==> src/design/scd_defines.svh <==
`ifndef SCD_DEFINES_SVH
`define SCD_DEFINES_SVH

// bank count and bank select width
`define SCD_NUM_BANKS       4
`define SCD_BANK_W          2
// address width and the auto-close bit position
`define SCD_ADDR_W          11
`define SCD_AUTO_CLOSE_BIT  10
// reset value of the bank-open vector
`define SCD_BANKS_RST       4'h0
// burst length used when none is programmed
`define SCD_BURST_LEN       4

`endif

==> src/design/scd_pkg.sv <==
`default_nettype none

package scd_pkg;

  // decoded command, one-hot
  typedef enum logic [9:0] {
    SCD_CMD_NOP      = 10'h001,
    SCD_CMD_ACTIVATE = 10'h002,
    SCD_CMD_READ     = 10'h004,
    SCD_CMD_WRITE    = 10'h008,
    SCD_CMD_PRECH    = 10'h010,
    SCD_CMD_MODE     = 10'h020,
    SCD_CMD_AREF     = 10'h040,
    SCD_CMD_SREF     = 10'h080,
    SCD_CMD_BSTOP    = 10'h100,
    SCD_CMD_NONE     = 10'h200
  } scd_cmd_t;

  // device power/clock state, one-hot
  typedef enum logic [3:0] {
    SCD_ST_RUN     = 4'h1,
    SCD_ST_SUSPEND = 4'h2,
    SCD_ST_PDOWN   = 4'h4,
    SCD_ST_SREF    = 4'h8
  } scd_state_t;

endpackage

`default_nettype wire

==> src/design/scd_sdram_command_decode.sv <==
// Behaviour
// - cs low, others high: no-operation
// - no-operation never ends a running burst
// - cs high is deselect, same as nop
// - clock gate low during a burst, or with a bank open and a command other than nop/deselect: suspend
// - suspend takes effect one clock later
// - commands ignored while suspended
// - suspend ends one clock after gate high
// - pins sampled on rising clock edges only
// - activate, read, write, mode load decode
// - read/write only to an open bank
// - burst stop only in full-page burst
// - power-down during burst becomes suspend
// - power-down entry on nop/deselect with gate fall
// - exits need gate rise with nop/deselect
// - precharge and refresh decode
// - mask high disables write data and drive
`include "scd_defines.svh"
`default_nettype none

module scd_sdram_command_decode
  import scd_pkg::*;
#(
  parameter int NUM_BANKS = `SCD_NUM_BANKS,
  parameter int ADDR_W    = `SCD_ADDR_W,
  parameter int BURST_LEN = `SCD_BURST_LEN
)
(
  // clock and reset
  input  wire logic                   clk_sys,
  input  wire logic                   resetn,
  // command pins, strobes active low; the clock gate and data mask active high
  input  wire logic                   sel_n,
  input  wire logic                   row_strobe_n,
  input  wire logic                   col_strobe_n,
  input  wire logic                   wr_strobe_n,
  input  wire logic                   bank_sel_lo,
  input  wire logic                   bank_sel_hi,
  input  wire logic [ADDR_W-1:0]      addr,
  input  wire logic                   clk_gate_sample_now,
  input  wire logic                   data_mask,
  // mode from the mode register, full-page burst selects burst stop use
  input  wire logic                   full_page_mode,
  // decoded command, one-cycle pulse per accepted edge
  output logic [9:0]                  cmd_code,
  output logic                        cmd_valid,
  output logic [`SCD_BANK_W-1:0]      cmd_bank,
  output logic                        cmd_auto_close,
  output logic                        cmd_all_banks,
  output logic [ADDR_W-1:0]           cmd_addr,
  // device state
  output logic [NUM_BANKS-1:0]        bank_open,
  output logic                        burst_active,
  output logic [3:0]                  dev_state,
  output logic                        int_clk_en,
  output logic                        data_enable
);

  // registered copies of the pins; the far side is logic on clk_sys
  logic                    sel_n_q;               // pin stage
  logic                    row_n_q;               // pin stage
  logic                    col_n_q;               // pin stage
  logic                    wr_n_q;                // pin stage
  logic [`SCD_BANK_W-1:0]  bank_q;                // bank select stage
  logic [ADDR_W-1:0]       addr_q;                // address stage
  logic                    gate_now_q;            // gate at this edge
  logic                    clk_gate_sample_prev;  // gate one edge back
  logic                    mask_q;                // mask stage

  // state registers
  // the burst counter is 8 bits so a longer burst length still fits
  scd_state_t              state_q;               // power/clock state
  scd_state_t              state_d;               // its next value
  logic [NUM_BANKS-1:0]    banks_q;               // open bank vector
  logic [NUM_BANKS-1:0]    banks_d;               // its next value
  logic [7:0]              burst_cnt_q;           // beats left in burst
  logic [7:0]              burst_cnt_d;           // its next value
  logic                    full_q;                // full-page burst running
  logic                    full_d;                // its next value
  scd_cmd_t                cmd_q;                 // decoded command
  scd_cmd_t                cmd_d;                 // its next value
  logic                    valid_q;               // command accepted
  logic                    valid_d;               // its next value

  // bank index from the two select pins
  // one-hot mask of the addressed bank, shared by decode and bookkeeping
  function automatic logic [NUM_BANKS-1:0] bank_onehot(
    input logic [`SCD_BANK_W-1:0] b
  );
    logic [NUM_BANKS-1:0] v;
    v = '0;
    v[b] = 1'b1;
    return v;
  endfunction

  // capture every pin on the rising edge only
  // the controller shares clk_sys, so one stage is enough and no
  // synchroniser is needed; a foreign controller would need one
  always_ff @(posedge clk_sys or negedge resetn)
  begin
    if (!resetn)
    begin
      // pins rest on a deselect with the gate high, so no false edge
      sel_n_q              <= 1'b1;
      row_n_q              <= 1'b1;
      col_n_q              <= 1'b1;
      wr_n_q               <= 1'b1;
      bank_q               <= '0;
      addr_q               <= '0;
      gate_now_q           <= 1'b1;
      clk_gate_sample_prev <= 1'b1;
      mask_q               <= 1'b1;
    end
    else
    begin
      // both gate stages feed the edge detectors below
      sel_n_q              <= sel_n;
      row_n_q              <= row_strobe_n;
      col_n_q              <= col_strobe_n;
      wr_n_q               <= wr_strobe_n;
      bank_q               <= {bank_sel_hi, bank_sel_lo};
      addr_q               <= addr;
      gate_now_q           <= clk_gate_sample_now;
      clk_gate_sample_prev <= gate_now_q;
      mask_q               <= data_mask;
    end
  end

  // raw encodings of the sampled pins
  // deselect ignores the three strobes, so it is tested on select alone
  wire enc_desel  = sel_n_q;
  wire enc_nop    = !sel_n_q && row_n_q && col_n_q && wr_n_q;
  wire idle_enc   = enc_desel || enc_nop;
  wire enc_act    = !sel_n_q && !row_n_q && col_n_q && wr_n_q;
  wire enc_read   = !sel_n_q && row_n_q && !col_n_q && wr_n_q;
  wire enc_write  = !sel_n_q && row_n_q && !col_n_q && !wr_n_q;
  wire enc_mode   = !sel_n_q && !row_n_q && !col_n_q && !wr_n_q;
  wire enc_prech  = !sel_n_q && !row_n_q && col_n_q && !wr_n_q;
  wire enc_ref    = !sel_n_q && !row_n_q && !col_n_q && wr_n_q;
  wire enc_bstop  = !sel_n_q && row_n_q && col_n_q && !wr_n_q;
  wire auto_bit   = addr_q[`SCD_AUTO_CLOSE_BIT];
  // bank addressed by the command and the open-bank summaries
  wire [NUM_BANKS-1:0] sel_bank = bank_onehot(bank_q);
  wire bank_is_open = |(banks_q & sel_bank);
  wire any_open   = |banks_q;
  wire all_idle   = !any_open;
  // a finite burst counts beats, a full-page burst runs until stopped
  wire in_burst   = (burst_cnt_q != 8'h00) || full_q;

  // gate transitions between the previous and present edges
  // both stages reset high, matching the idle pin level
  wire gate_fall  = clk_gate_sample_prev && !gate_now_q;
  wire gate_rise  = !clk_gate_sample_prev && gate_now_q;
  // the present gate level does not matter here: a command with the
  // gate falling is still taken, which is how self-refresh is entered
  // a command is live only while the gate was high last edge
  wire live       = (state_q == SCD_ST_RUN) && clk_gate_sample_prev;

  // next state of the power/clock machine
  always_comb
  begin
    state_d = state_q;
    unique case (state_q)
      SCD_ST_RUN:
      begin
        // refresh with the gate falling and all banks closed
        if (gate_fall && enc_ref && gate_now_q == 1'b0 && all_idle)
          state_d = SCD_ST_SREF;
        // nop or deselect with no burst parks the device
        else if (gate_fall && idle_enc && !in_burst)
          state_d = SCD_ST_PDOWN;
        // a bank open or a burst turns the fall into a suspend
        else if (gate_fall && (any_open || in_burst))
          state_d = SCD_ST_SUSPEND;
        // any other command with the gate falling and nothing open
        else if (gate_fall)
          state_d = SCD_ST_PDOWN;
      end
      SCD_ST_SUSPEND:
      begin
        // any level on the pins ends suspend once the gate is back
        // commands meanwhile are dropped by the decode, not here
        if (gate_rise)
          state_d = SCD_ST_RUN;
      end
      SCD_ST_PDOWN:
      begin
        // a rise with any other command keeps the device parked;
        // the controller owes a nop on the rise edge
        if (gate_rise && idle_enc)
          state_d = SCD_ST_RUN;
      end
      SCD_ST_SREF:
      begin
        // the refresh timer itself is outside this block
        if (gate_rise && idle_enc)
          state_d = SCD_ST_RUN;
      end
    endcase
  end

  // command decode, banks and burst bookkeeping
  always_comb
  begin
    cmd_d       = SCD_CMD_NONE;
    valid_d     = 1'b0;
    banks_d     = banks_q;
    burst_cnt_d = burst_cnt_q;
    full_d      = full_q;
    // a running burst counts down while the clock is not suspended
    // suspend freezes the count, so the burst resumes where it stopped
    if (state_q == SCD_ST_RUN && burst_cnt_q != 8'h00)
      burst_cnt_d = burst_cnt_q - 8'h01;
    // suspend and power modes drop every command
    if (live)
    begin
      // accepted unless a branch below refuses it
      valid_d = 1'b1;
      if (idle_enc)
        cmd_d = SCD_CMD_NOP;          // burst keeps going
      // activate opens a closed bank only
      else if (enc_act && !bank_is_open)
      begin
        cmd_d   = SCD_CMD_ACTIVATE;
        banks_d = banks_q | sel_bank;
      end
      // read or write reaches an open bank only
      else if ((enc_read || enc_write) && bank_is_open)
      begin
        cmd_d = enc_read ? SCD_CMD_READ : SCD_CMD_WRITE;
        // full page runs until a stop or precharge; a finite burst
        // counts its beats down to zero
        full_d = full_page_mode && !auto_bit;
        burst_cnt_d = full_page_mode ? 8'h00 : 8'(BURST_LEN - 1);
        // bookkeeping closes the bank at once, not after the burst
        if (auto_bit)
          banks_d = banks_q & ~sel_bank;
      end
      // mode load only with every bank closed
      else if (enc_mode && all_idle)
        cmd_d = SCD_CMD_MODE;
      // precharge of one bank or, with the address bit, of all
      else if (enc_prech)
      begin
        cmd_d   = SCD_CMD_PRECH;
        banks_d = auto_bit ? '0 : (banks_q & ~sel_bank);
        // precharge also ends any full-page burst
        full_d  = 1'b0;
      end
      // refresh with all banks closed; the gate picks auto or self
      else if (enc_ref && all_idle)
        cmd_d = gate_now_q ? SCD_CMD_AREF : SCD_CMD_SREF;
      // burst stop only while a full-page burst runs
      else if (enc_bstop && full_q)
      begin
        cmd_d  = SCD_CMD_BSTOP;
        // the bank stays open after a burst stop
        full_d = 1'b0;
      end
      // anything else is refused and leaves no trace
      else
        valid_d = 1'b0;
    end
  end

  // state and bookkeeping registers
  always_ff @(posedge clk_sys or negedge resetn)
  begin
    if (!resetn)
    begin
      // the device wakes running with every bank closed
      state_q     <= SCD_ST_RUN;
      banks_q     <= `SCD_BANKS_RST;
      burst_cnt_q <= 8'h00;
      full_q      <= 1'b0;
      cmd_q       <= SCD_CMD_NONE;
      valid_q     <= 1'b0;
    end
    else
    begin
      // state moves one clock after the gate level is registered
      state_q     <= state_d;
      banks_q     <= banks_d;
      burst_cnt_q <= burst_cnt_d;
      full_q      <= full_d;
      cmd_q       <= cmd_d;
      valid_q     <= valid_d;
    end
  end

  // command outputs held in flops alongside the decode
  // companions are captured every edge; they mean something only
  // alongside cmd_valid, so consumers must qualify them with it
  logic [`SCD_BANK_W-1:0] bank_out_q;   // bank of the command
  logic                   auto_out_q;   // auto-close request
  logic                   all_out_q;    // precharge-all flag
  logic [ADDR_W-1:0]      addr_out_q;   // address of the command
  logic                   data_en_q;    // write/drive enable

  // data enable follows the mask only with a bank open
  // mask and commands both take two edges, so they line up
  // with every bank closed there is nothing to write or drive
  wire data_en_d = any_open && !mask_q;

  always_ff @(posedge clk_sys or negedge resetn)
  begin
    if (!resetn)
    begin
      bank_out_q <= '0;
      auto_out_q <= 1'b0;
      all_out_q  <= 1'b0;
      addr_out_q <= '0;
      data_en_q  <= 1'b0;
    end
    else
    begin
      bank_out_q <= bank_q;
      auto_out_q <= auto_bit && (enc_read || enc_write);
      all_out_q  <= auto_bit && enc_prech;
      addr_out_q <= addr_q;
      data_en_q  <= data_en_d;
    end
  end

  // outputs
  // burst_active and int_clk_en are plain decodes of registers
  assign cmd_code       = cmd_q;
  assign cmd_valid      = valid_q;
  assign cmd_bank       = bank_out_q;
  assign cmd_auto_close = auto_out_q;
  assign cmd_all_banks  = all_out_q;
  assign cmd_addr       = addr_out_q;
  assign bank_open      = banks_q;
  assign burst_active   = (burst_cnt_q != 8'h00) || full_q;
  assign dev_state      = state_q;
  assign int_clk_en     = (state_q == SCD_ST_RUN);
  assign data_enable    = data_en_q;

endmodule

`default_nettype wire

==> config.mk <==
export PLATFORM = sky130hd
export DESIGN_NAME = scd_sdram_command_decode
export DESIGN_NICKNAME = d
export VERILOG_FILES = /design/src/design/scd_pkg.sv /design/src/design/scd_sdram_command_decode.sv
export VERILOG_INCLUDE_DIRS = /design/src /design/src/design
export SDC_FILE = /design/constraint.sdc
export NUM_CORES = 1
export LEC_CHECK = 0
export BUFFER_PORTS_ARGS = -buffer_cell sky130_fd_sc_hd__buf_2
export CAP_MARGIN = 20
export CORE_MARGIN = 1
export CORE_UTILIZATION = 35
export DETAILED_ROUTE_END_ITERATION = 6
export HOLD_SLACK_MARGIN = 0.06
export SLEW_MARGIN = 5
export SYNTH_ARGS = -nofsm -noshare
export SYNTH_HDL_FRONTEND = slang
export SYNTH_SLANG_ARGS = --single-unit
==> constraint.sdc <==
create_clock -name clk_sys -period 2 [get_ports clk_sys]
set_input_delay 0.1 -clock clk_sys [delete_from_list [all_inputs] [get_ports clk_sys]]
set_output_delay 0.1 -clock clk_sys [all_outputs]
set_load 0.01 [all_outputs]
Yosys cells after proc, flatten, opt, wreduce, memory -nomap -nowiden
Index checks and enable logic that the tools add are counted.
{ "totals": {"n_memories": 0, "latchBits": 0, "word_cells": 144, "in_bits": 22, "mem_bits_rw": 0, "register_bits": 64, "mem_bits_ro": 0} }
{ "classes": {"n_reduce_logical": 59, "eq_ne": 11, "n_shift": 0, "n_div": 0, "bitwise": 7, "n_addsub": 1, "n_mul": 0, "muxes": 44, "n_lt_le_gt_ge": 2} }
{ "ops": {"columns": ["op", "n"], "rows": [
  ["10-bit 2-to-1 mux", 8],
  ["4-bit 2-to-1 mux", 13],
  ["8-bit 2-to-1 mux", 6],
  ["1-bit logical AND", 35],
  ["1-bit 2-to-1 mux", 14],
  ["4-bit case mux with 3 select lines", 1],
  ["1-bit zero test", 11],
  ["3-bit inequality test (second input constant)", 3],
  ["4-bit bitwise AND", 2],
  ["8-bit nonzero test", 1],
  ["4-bit OR reduction", 2],
  ["8-bit by 1-bit subtractor with 8-bit output (second input constant)", 1],
  ["6-bit AND reduction", 1],
  ["3-bit nonzero test", 2],
  ["5-bit by 1-bit inequality test with 1-bit output (second input constant)", 1],
  ["5-bit AND reduction", 1],
  ["4-bit by 1-bit == test with 1-bit output (second input constant)", 1],
  ["4-bit by 2-bit == test with 1-bit output (second input constant)", 1],
  ["4-bit by 3-bit == test with 1-bit output (second input constant)", 1],
  ["4-bit == test (second input constant)", 1],
  ["1-bit logical OR", 4],
  ["2-bit inequality test (second input constant)", 2],
  ["4-bit NOT", 1],
  ["4-bit bitwise OR", 1],
  ["8 further kinds", 10]
]} }

Logic depth before layout (Yosys ltp)
Gate-level depths: netlist of run 1.
{ "depth": {"ltp_word": 13, "ltp_mapped": 6, "mapped_depth_nobuf": 6} }

Least setup slack after synthesis of run 1
Ideal clock, no wire load.
{ "synth_timing": {"kind": "register to register", "startpoint": "register state_q[2], in the netlist dev_state[2]", "endpoint": "register banks_q[0], in the netlist bank_open[0]", "t_required_ns": 1.860, "path_buffers": 1, "path_slack_ns": 0.034, "t_arrival_ns": 1.825, "period_less_slack_ns": 1.966, "path_stages_with_launch": 6, "path_cell_list": "dfrtp_1 clkbuf_1 nor4b_4 o2111ai_1 nor3_1 o221ai_1"} }
{ "synth_between": {"elab_chain_len": 3} }
{ "synth_rtl": {"columns": ["element", "line", "source"], "rows": [
  ["start: declaration", "scd_sdram_command_decode.sv:72", "scd_state_t state_q;"],
  ["start signal: assignment", "scd_sdram_command_decode.sv:282", "state_q <= state_d;"],
  ["4-bit by 1-bit == test with 1-bit output", null, null],
  ["named net int_clk_en", "scd_sdram_command_decode.sv:55", "output logic int_clk_en,"],
  ["1-bit logical AND", "scd_sdram_command_decode.sv:157", "wire live = (state_q == SCD_ST_RUN) && clk_gate_sample_prev;"],
  ["5-bit AND reduction (no line)", null, null],
  ["end signal: assignment", "scd_sdram_command_decode.sv:273", "banks_q <= `SCD_BANKS_RST;"],
  ["end signal: assignment", "scd_sdram_command_decode.sv:283", "banks_q <= banks_d;"],
  ["end: declaration", "scd_sdram_command_decode.sv:74", "logic [NUM_BANKS-1:0] banks_q;"]
]} }
The timed path passes the listed nets, and every way through them passes these cells.
A chain may end at the register's enable or synchronous reset.

Worst setup path after layout of run 1
{ "layout_timing": {"startpoint": "register bank_q[0]", "endpoint": "register banks_q[3], in the netlist bank_open[3]"} }
{ "layout_between": {"elab_chain_len": 11, "elab_cells_between_ends": 23, "classes_between": "order compare (2); eq/ne (2); mux (8); bitwise (4); reduce/logical (7)"} }
{ "layout_rtl": {"columns": ["element", "line", "source"], "rows": [
  ["start: declaration", "scd_sdram_command_decode.sv:64", "logic [`SCD_BANK_W-1:0] bank_q;"],
  ["start signal: assignment", "scd_sdram_command_decode.sv:121", "bank_q <= {bank_sel_hi, bank_sel_lo};"],
  ["2-bit by 3-bit < comparator with 1-bit output (not written as such) or 2-bit by 1-bit >= comparator with 1-bit output (tied branches)", "scd_sdram_command_decode.sv:92", "v[b] = 1'b1;"],
  ["1-bit logical AND (not written as such)", "scd_sdram_command_decode.sv:92", null],
  ["1-bit 2-to-1 mux (not written as such)", "scd_sdram_command_decode.sv:92", null],
  ["1-bit demux with 2-bit select *", "scd_sdram_command_decode.sv:92", null],
  ["branches (longest 7 deep; another with 5-bit AND reduction)", null, null]
]} }
Mark *: on every way between the ends. The select of a mux whose other input is x is not followed.

==> results of run 1 <==
-- flip-flops by register name, summed over array words and instances, names as in the netlist, 2 cells and up --
signal and flops:
dev_state 4, cmd_bank 2, bank_open 4, addr_q 11, burst_cnt_q 8, bank_q 2, cmd_addr 11, cmd_code 10
-- area by class of cell --
class	instances	share of cell area (%)
Inverter	12	1.335
Sequential cell	64	45.29
Tap cell	96	3.373
Multi-Input combinational cell	112	24.31
Clock inverter	6	1.897
Clock buffer	10	3.865
Timing Repair Buffer	106	19.92
-- worst register-to-register path, delay by kind of cell, from the launching register on --
kind / cells / cell delay [ps]
AO/OA/AOI/OAI: 1 / 70
flip-flops: 1 / 420
multiplexers: 1 / 570
AND/OR/NAND/NOR: 2 / 860
-- what timing repair did --
action                     in CTS  in global routing
pin swaps                       1                  4
hold endpoints to repair       40                  0
hold buffers                   21                  0
setup endpoints to repair       1                  5
buffers inserted                2                  5
gates resized for setup         3                 12
-- synth_stat cells (2+ instances only) --
library cell and count:
nand4b_1 2, nand3_1 3, inv_1 12, o21ai_0 6, nor2_1 13, nor3_1 6, buf_2 2, nand2_1 4
o2111ai_1 3, a32oi_1 2, dfrtp_1 55, a2bb2oi_1 2, clkbuf_1 6, a21oi_1 4, dfstp_2 9, o31ai_1 3
o221ai_1 5, mux2i_1 2, or4b_1 2, or4_1 4, o21a_1 3, xor2_1 4, or3_1 2, nand2b_1 3
o22ai_1 3, or3b_2 3, nor2b_1 4, nor4_1 6
-- power by group through the flow --
stage               clock, uW  sequential (uW)  combinational (uW)
floorplan                   0             1600                 509
global placement            0             1580                 774
detailed placement          0             1580                 793
CTS                      1150             1560                 882
global route             1200             1590                1030
finish                   1110             1560                 930
-- cell families (layout without fill, tap and decap cells) --
kind of cell / Yosys count / in the layout
DFF: 64 / 64
adders and majority gates: 1 / 1
and+or+nand+nor: 61 / 61
buffers and inverters: 21 / 134
xor gates and xnor gates: 5 / 5
AOI/OAI and AO/OA: 41 / 41
muxes: 4 / 4
-- metrics by stage --
stage	setup WS (ps)	instance area, sq um
floorplan	34.30	2511
global placement	78.06	3035
detailed placement	63.73	3035
CTS	17.66	3475
global route	-109.4	3561
finish	6.692	3561
-- how the worst max path moves through the flow --
| stage | from | endpoint | slack, ps | depth (start not counted) |
|---|---|---|---|---|
| floorplan | dev_state[2]$_DFFE_PN0P_ | bank_open[0]$_DFFE_PN0P_ | 30 | 5 |
| global placement | bank_q[0]$_DFF_PN0_ | bank_open[0]$_DFFE_PN0P_ | 80 | 6 |
| detailed placement | bank_q[0]$_DFF_PN0_ | bank_open[0]$_DFFE_PN0P_ | 60 | 6 |
| CTS | burst_cnt_q[2]$_DFF_PN0_ | burst_active | 20 | 3 |
| global route | bank_q[0]$_DFF_PN0_ | bank_open[3]$_DFFE_PN0P_ | -110 | 4 |
| finish | bank_q[0]$_DFF_PN0_ | bank_open[3]$_DFFE_PN0P_ | 7 | 4 |
-- layer usage --
layer  vias to the layer above  wire, um  GRT usage [%]
met1                       974      2384          20.78
li1                        944         -              -
met2                        65      2646          25.04
met3                         7       339          5.333
met5                         -         0              0
met4                         0        50          7.424
==> flow_summary.toml, run 1 <==
[run_status]
outcome = "complete, no violations"

[die]
num_rows = 30
dieHeight_um = 86.71
ios = 59
die-area_sq_mm = 0.007518
core_region_area_sq_mm = 0.006869
start_util_pct = 36.56
dieWidth_um = 86.71

[routing]
wire_per_inst_um = 13.35
vias = 1990
route.detailed.drc = 0
firstDrtPassIters = 4
drt-initial-drc-count = 105
drt-total-wl_mm = 5.421
vias_per_cell = 4.901
final_antenna_net_count = 0

[worst_setup_path]
r2r-start = "bank_q[0]$_DFF_PN0_"
reg2reg_depth = 4
setup.worst_path.end_class = "flip-flop"
worst_path_largest_cell_delay_ps = 570
critPathBufInv = 0
cp_cell_sequence = "mux4_2 > nor4_4 > or4b_1 > o221ai_2"
crit_family = "simple AND/OR/NAND/NOR gates"
required_ps = 2250
arrival_ps = 2240
worstPathMaxFanout = 5
setup.worst_path.start_class = "flip-flop"
r2r_slack_ps = 7
critical-path-slowest-cell = "mux4_2"
timing.rr.end = "bank_open[3]$_DFFE_PN0P_"
criticalPathCategory = "reg -> reg"

[power_and_ir_drop]
leakagePower_uw = 0.001599
p_total_uw = 3607
swShare_pct = 29.84
seqPwrFrac_pct = 43.4
internal_power_uw = 2531
power_frac_comb_pct = 25.8
p_per_area_mw_per_mm2 = 1013
ir_worst_vdd_uv = 664.0
clkPwrFrac_pct = 30.8
netSwitchingPower_uw = 1076

[synthesis]
synth_simple_gate_area_share_pct = 15.70
synth.ff_latch_count = 64
yosys_warnings = 0
synth_top_area_share_pct = 54.81
synthTopCellsByArea = "dfrtp_1 (55%), dfstp_2 (9.4%), nor2_1 (1.9%)"
synthFlopType = "dfrtp_1"
synth.avg_cell_area_sq_um = 12.75
synth_top_family_by_area = "simple AND/OR/NAND/NOR gates"
synth_compound_area_share_pct = 12.16
synth_nets = 220
netlist_area_sq_mm = 0.002511
synthCells = 197
synthArstFlopShare_pct = 100.0
synth_top_area_cell = "dfrtp_1"
synthMuxAreaShare_pct = 2.143
yosysSeqAreaShare_pct = 64.23
synth-edff-count = 0
synthXorXnorAreaFrac_pct = 1.744
synth-adder-area-share_pct = 0.4983
synthDistinctLibCells = 52

[placement]
dp_cells = 363
dp_hpwl_mm = 3.784
numPortBuffers = 58
place_congestion = 0.8949

[cts]
cts_buffers = 9
cts_tree = "built"
clock_sinks = 64
htreeDepth = 3
root_buffer = "clkbuf_8"
cts.clk_slew.worst_paths_ps = 70
clockBufferDepth = 2
clk_latency_ps = 330

[timing]
max_slew_margin_pct = 61.31
rsz0062_at_grt = "yes"
slew_violations = 0
setup_viol = 0
tightest_slew_ps = 580.4
fmax_ghz = 0.5017
setup_tns_ps = 0
min_period_ps = 1993
finClkSkew_ps = 4.596
holdWs_ps = 309.2
timing.final.crit_share_pct = 99.67
finalHoldViolations = 0

[hold_path]
min_path_type = "in -> async"

[global_route]
grt_start_max_net_pins = 27
grt_pass1_wl_mm = 9.280
antenna_found_initial = 0
track_usage_pct = 16.22
grt_pass1_vias = 2052
grt_overflow_total = 0

[finish]
finalNonFillerCells = 406
multi_input_comb_area_sq_um = 865.8
register_area_sq_mm = 0.001613
final_common_cell = "buf_2"
diodes = 0
final_util_pct = 51.84
n_fill_cell = 603
syn_to_final_growth_pct = 41.80
drive_above_1_share_pct = 42.26
fin_nets = 328
layout_common_cells = "buf_2 (57), dfrtp_1 (55), buf_4 (27)"

[job]
maxCapViolCount = 0
No activity file was read; power rests on OpenSTA's default activity.
==> inputs of run 2 (changes only) <==
CORE_MARGIN = 10   (was 1)
SKIP_CTS_REPAIR_TIMING = 1   (was unset)
==> flow_summary.toml, run 2 (same netlist as run 1, synthesis figures left out) <==
[die]
core_region_area_sq_mm = 0.006869
start_util_pct = 36.56
dieHeight_um = 104.7
num_rows = 30
die-area_sq_mm = 0.01096
dieWidth_um = 104.7
ios = 59

[routing]
vias_per_cell = 4.862
vias = 1935
route.detailed.drc = 0
wire_per_inst_um = 14.48
firstDrtPassIters = 4
final_antenna_net_count = 0
drt-initial-drc-count = 149
drt-total-wl_mm = 5.763

[finish]
syn_to_final_growth_pct = 38.91
finalNonFillerCells = 398
diodes = 0
final_common_cell = "buf_2"
layout_common_cells = "buf_2 (58), dfrtp_1 (54), dlygate4sd3_1 (21)"
fin_nets = 320
final_util_pct = 50.78
drive_above_1_share_pct = 40.73

[power_and_ir_drop]
ir_worst_vdd_uv = 592.2
leakagePower_uw = 0.001556
power_frac_comb_pct = 25.1
seqPwrFrac_pct = 44.9
p_per_area_mw_per_mm2 = 1001
clkPwrFrac_pct = 30.0
netSwitchingPower_uw = 1041
swShare_pct = 29.80
internal_power_uw = 2453

[timing]
tightest_slew_ps = 439.0
max_slew_margin_pct = 70.60
setup_slack_ps = -21.33
slew_violations = 0
fmax_ghz = 0.4947
setup_viol = 1
finalHoldViolations = 0
min_period_ps = 2021
rsz0062_at_grt = "yes"
finClkSkew_ps = 6.193
timing.final.crit_share_pct = 101.1
holdWs_ps = 308.5

[worst_setup_path]
criticalPathCategory = "reg -> reg"
required_ps = 2250
setup.worst_path.end_class = "flip-flop"
worstPathMaxFanout = 5
setup.worst_path.start_class = "flip-flop"
arrival_ps = 2270

[global_route]
antenna_found_initial = 0
grt_overflow_total = 0
grt_start_max_net_pins = 65
grt_pass1_wl_mm = 9.177
grt_pass1_vias = 1874
track_usage_pct = 10.36

[cts]
root_buffer = "clkbuf_8"
clk_latency_ps = 330
clock_sinks = 64
cts.clk_slew.worst_paths_ps = 70
clockBufferDepth = 2
htreeDepth = 3
cts_tree = "built"
cts_buffers = 9

[run_status]
outcome = "finished with violations"
violations = "negative setup slack"

[job]
maxCapViolCount = 0

[placement]
numPortBuffers = 58
place_congestion = 0.8249
dp_hpwl_mm = 4.105
dp_cells = 358

[hold_path]
min_path_type = "in -> async"
## run 2: cell type report
class                           count  area [sq um]
Timing Repair Buffer               98         655.6
Clock inverter                      6         60.06
Clock buffer                       10         127.6
Tap cell                           96         120.1
Multi-Input combinational cell    112         865.8
Fill cell                         609          3381
Inverter                           12         45.04
Sequential cell                    64          1614
## run 2: worst paths after layout
kind                                startpoint                        to  slack [ps]  cells after the start
max                        bank_q[0]$_DFF_PN0_  bank_open[1]$_DFFE_PN0P_         -20                      4
min                                     resetn       bank_q[1]$_DFF_PN0_         310                      3
max reg2reg                bank_q[0]$_DFF_PN0_  bank_open[1]$_DFFE_PN0P_         -20                      4
min reg2reg                addr_q[3]$_DFF_PN0_     cmd_addr[3]$_DFF_PN0_         350                      0
max in group asynchronous               resetn  dev_state[0]$_DFFE_PN1P_        1380                      3
min in group clk_sys       addr_q[3]$_DFF_PN0_     cmd_addr[3]$_DFF_PN0_         350                      0
## run 2: stage by stage
step	setup WS [ps]	setup TNS, ps	area [sq um]	total power [uW]
global route	-109.4	-195.4	3488	3722
detailed placement	7.003	0	3010	2374
finish	-21.33	-21.33	3488	3493
global placement	66.36	0	3010	2353
CTS	-140.1	-149.5	3198	3443
floorplan	34.30	0	2511	2108
## run 2: power by group through the flow
stage,registers (uW),logic [uW],clock network (uW)
3_3_place_gp,1580,771,0
3_5_place_dp,1590,786,0
5_1_grt,1590,986,1150
2_1_floorplan,1600,509,0
4_1_cts,1570,787,1090
6_report,1570,876,1050
## run 2: layer usage
metal	part of all wire [%]	vias to the layer above	wire length (um)	track usage, %
met5	0	-	0	0
met4	1.3	0	74	3.922
met3	6.5	8	376	4.484
met2	48	53	2745	15.26
met1	45	943	2567	13.15
li1	-	931	-	-
## run 2: worst max-delay path, cell delays in order, from the launching register on
cell,delay [ps]
dfrtp_2,410
mux4_2,570
nor4_4,380
or4b_1,500
o221ai_2,80
==> inputs of run 3 (changes only) <==
PLACE_DENSITY = 0.55   (was unset)
clock period = 2.5 ns   (was 2 ns; I/O delays follow)
==> flow_summary.toml, run 3 (same netlist as run 1, synthesis figures left out) <==
[routing]
drt-met1-wl_mm = 2.594
wire_per_inst_um = 15.37
firstDrtPassIters = 4
top_layer_used = "met4"
vias_per_cell = 4.840
route.detailed.drc = 0
wl_met2_mm = 2.689
drt-initial-drc-count = 113
vias = 1849
dr_wl_met3_um = 461
final_antenna_net_count = 0
drt-total-wl_mm = 5.871

[hold_path]
min_path_type = "in -> async"

[worst_setup_path]
setup.worst_path.start_class = "flip-flop"
arrival_ps = 2050
crit_family = "simple AND/OR/NAND/NOR gates"
critPathBufInv = 1
worst_path_largest_cell_delay_ps = 680
r2r-start = "bank_q[0]$_DFF_PN0_"
critical-path-slowest-cell = "or4_1"
worstPathMaxFanout = 8
crit_start = "burst_cnt_q[2]$_DFF_PN0_"
criticalPathCategory = "reg -> out"
setup.worst_path.end_class = "output port"
required_ps = 2380
cp_cell_sequence = "or4_1 > or3_4 > buf_2"

[finish]
finalNonFillerCells = 382
multi_input_comb_area_sq_um = 809.5
final_common_cell = "buf_2"
n_fill_cell = 616
register_area_sq_mm = 0.001613
syn_to_final_growth_pct = 33.43
fin_nets = 304
layout_common_cells = "buf_2 (58), dfrtp_1 (55), dlygate4sd3_1 (21)"
diodes = 0
drive_above_1_share_pct = 33.92

[placement]
dp_hpwl_mm = 4.053
place_congestion = 0.7934
numPortBuffers = 58
dp_cells = 345
dp_slack_ps = 426.5

[timing]
setup_slack_ps = 323.4
tightest_slew_ps = 661.7
finalHoldViolations = 0
rsz0062_at_grt = "no"
max_slew_margin_pct = 55.88
setup_viol = 0
min_period_ps = 2177
timing.final.crit_share_pct = 87.06
setup_tns_ps = 0
finClkSkew_ps = 10.73
fmax_ghz = 0.4594
slew_violations = 0

[power_and_ir_drop]
p_per_area_mw_per_mm2 = 855.0
leakagePower_uw = 0.001496
ir_worst_vdd_uv = 443.9

[global_route]
antenna_found_initial = 0
track_usage_pct = 10.55
grt_pass1_vias = 1774
grt_start_max_net_pins = 37
grt_overflow_total = 0
grt_pass1_wl_mm = 9.190

[job]
maxCapViolCount = 0

[cts]
clock_sinks = 64
clk_latency_ps = 350
cts_tree = "built"
cts.clk_slew.worst_paths_ps = 80
root_buffer = "clkbuf_8"
cts_buffers = 9
clockBufferDepth = 2
htreeDepth = 3

[die]
core_region_area_sq_mm = 0.006869
dieWidth_um = 104.7
dieHeight_um = 104.7
die-area_sq_mm = 0.01096
ios = 59
num_rows = 30
start_util_pct = 36.56

[run_status]
outcome = "complete, no violations"
run 3: metrics by stage:
stage	total power [uW]	hold WS (ps)	utilization, %	instance area [sq um]
final	2865	349.5	48.78	3351
after global routing	3017	358.1	48.78	3351
after CTS	2868	-183.5	45.72	3141
after detailed placement	1841	201.8	42.40	2913
after global placement	1834	206.8	42.40	2913
after floorplan	1686	-170.6	-	2511
run 3: path summary, 6_finish.rpt:
kind	to	cells past startpoint	slack (ps)
setup / recovery	burst_active	3	320
hold / removal	bank_open[1]$_DFFE_PN0P_	2	350
setup reg to reg	bank_open[3]$_DFFE_PN0P_	4	400
hold reg to reg	cmd_addr[2]$_DFF_PN0_	0	350
max in group asynchronous	mask_q$_DFF_PN1_	3	1460
min in group clk_sys	cmd_addr[2]$_DFF_PN0_	0	350
run 3: power breakdown:
| group | internal [uW] | switching, uW |
|---|---|---|
| logic | 264 | 277 |
| clock network | 573 | 446 |
| registers | 1160 | 143 |
run 3: layout make-up:
cell class	count	area share, %
inverters	12	1.344
flip-flops and latches	64	48.13
well taps	96	3.585
multi-input cells	112	24.16
clock inverters	7	3.099
repair buffers	82	15.98
clock buffers	9	3.697
run 3: per-layer routing:
metal  GRT usage [%]  vias to the layer above
li1                -                      894
met3           4.730                       11
met4           5.392                        0
met1           12.54                      891
met2           15.80                       53
met5               0                        -
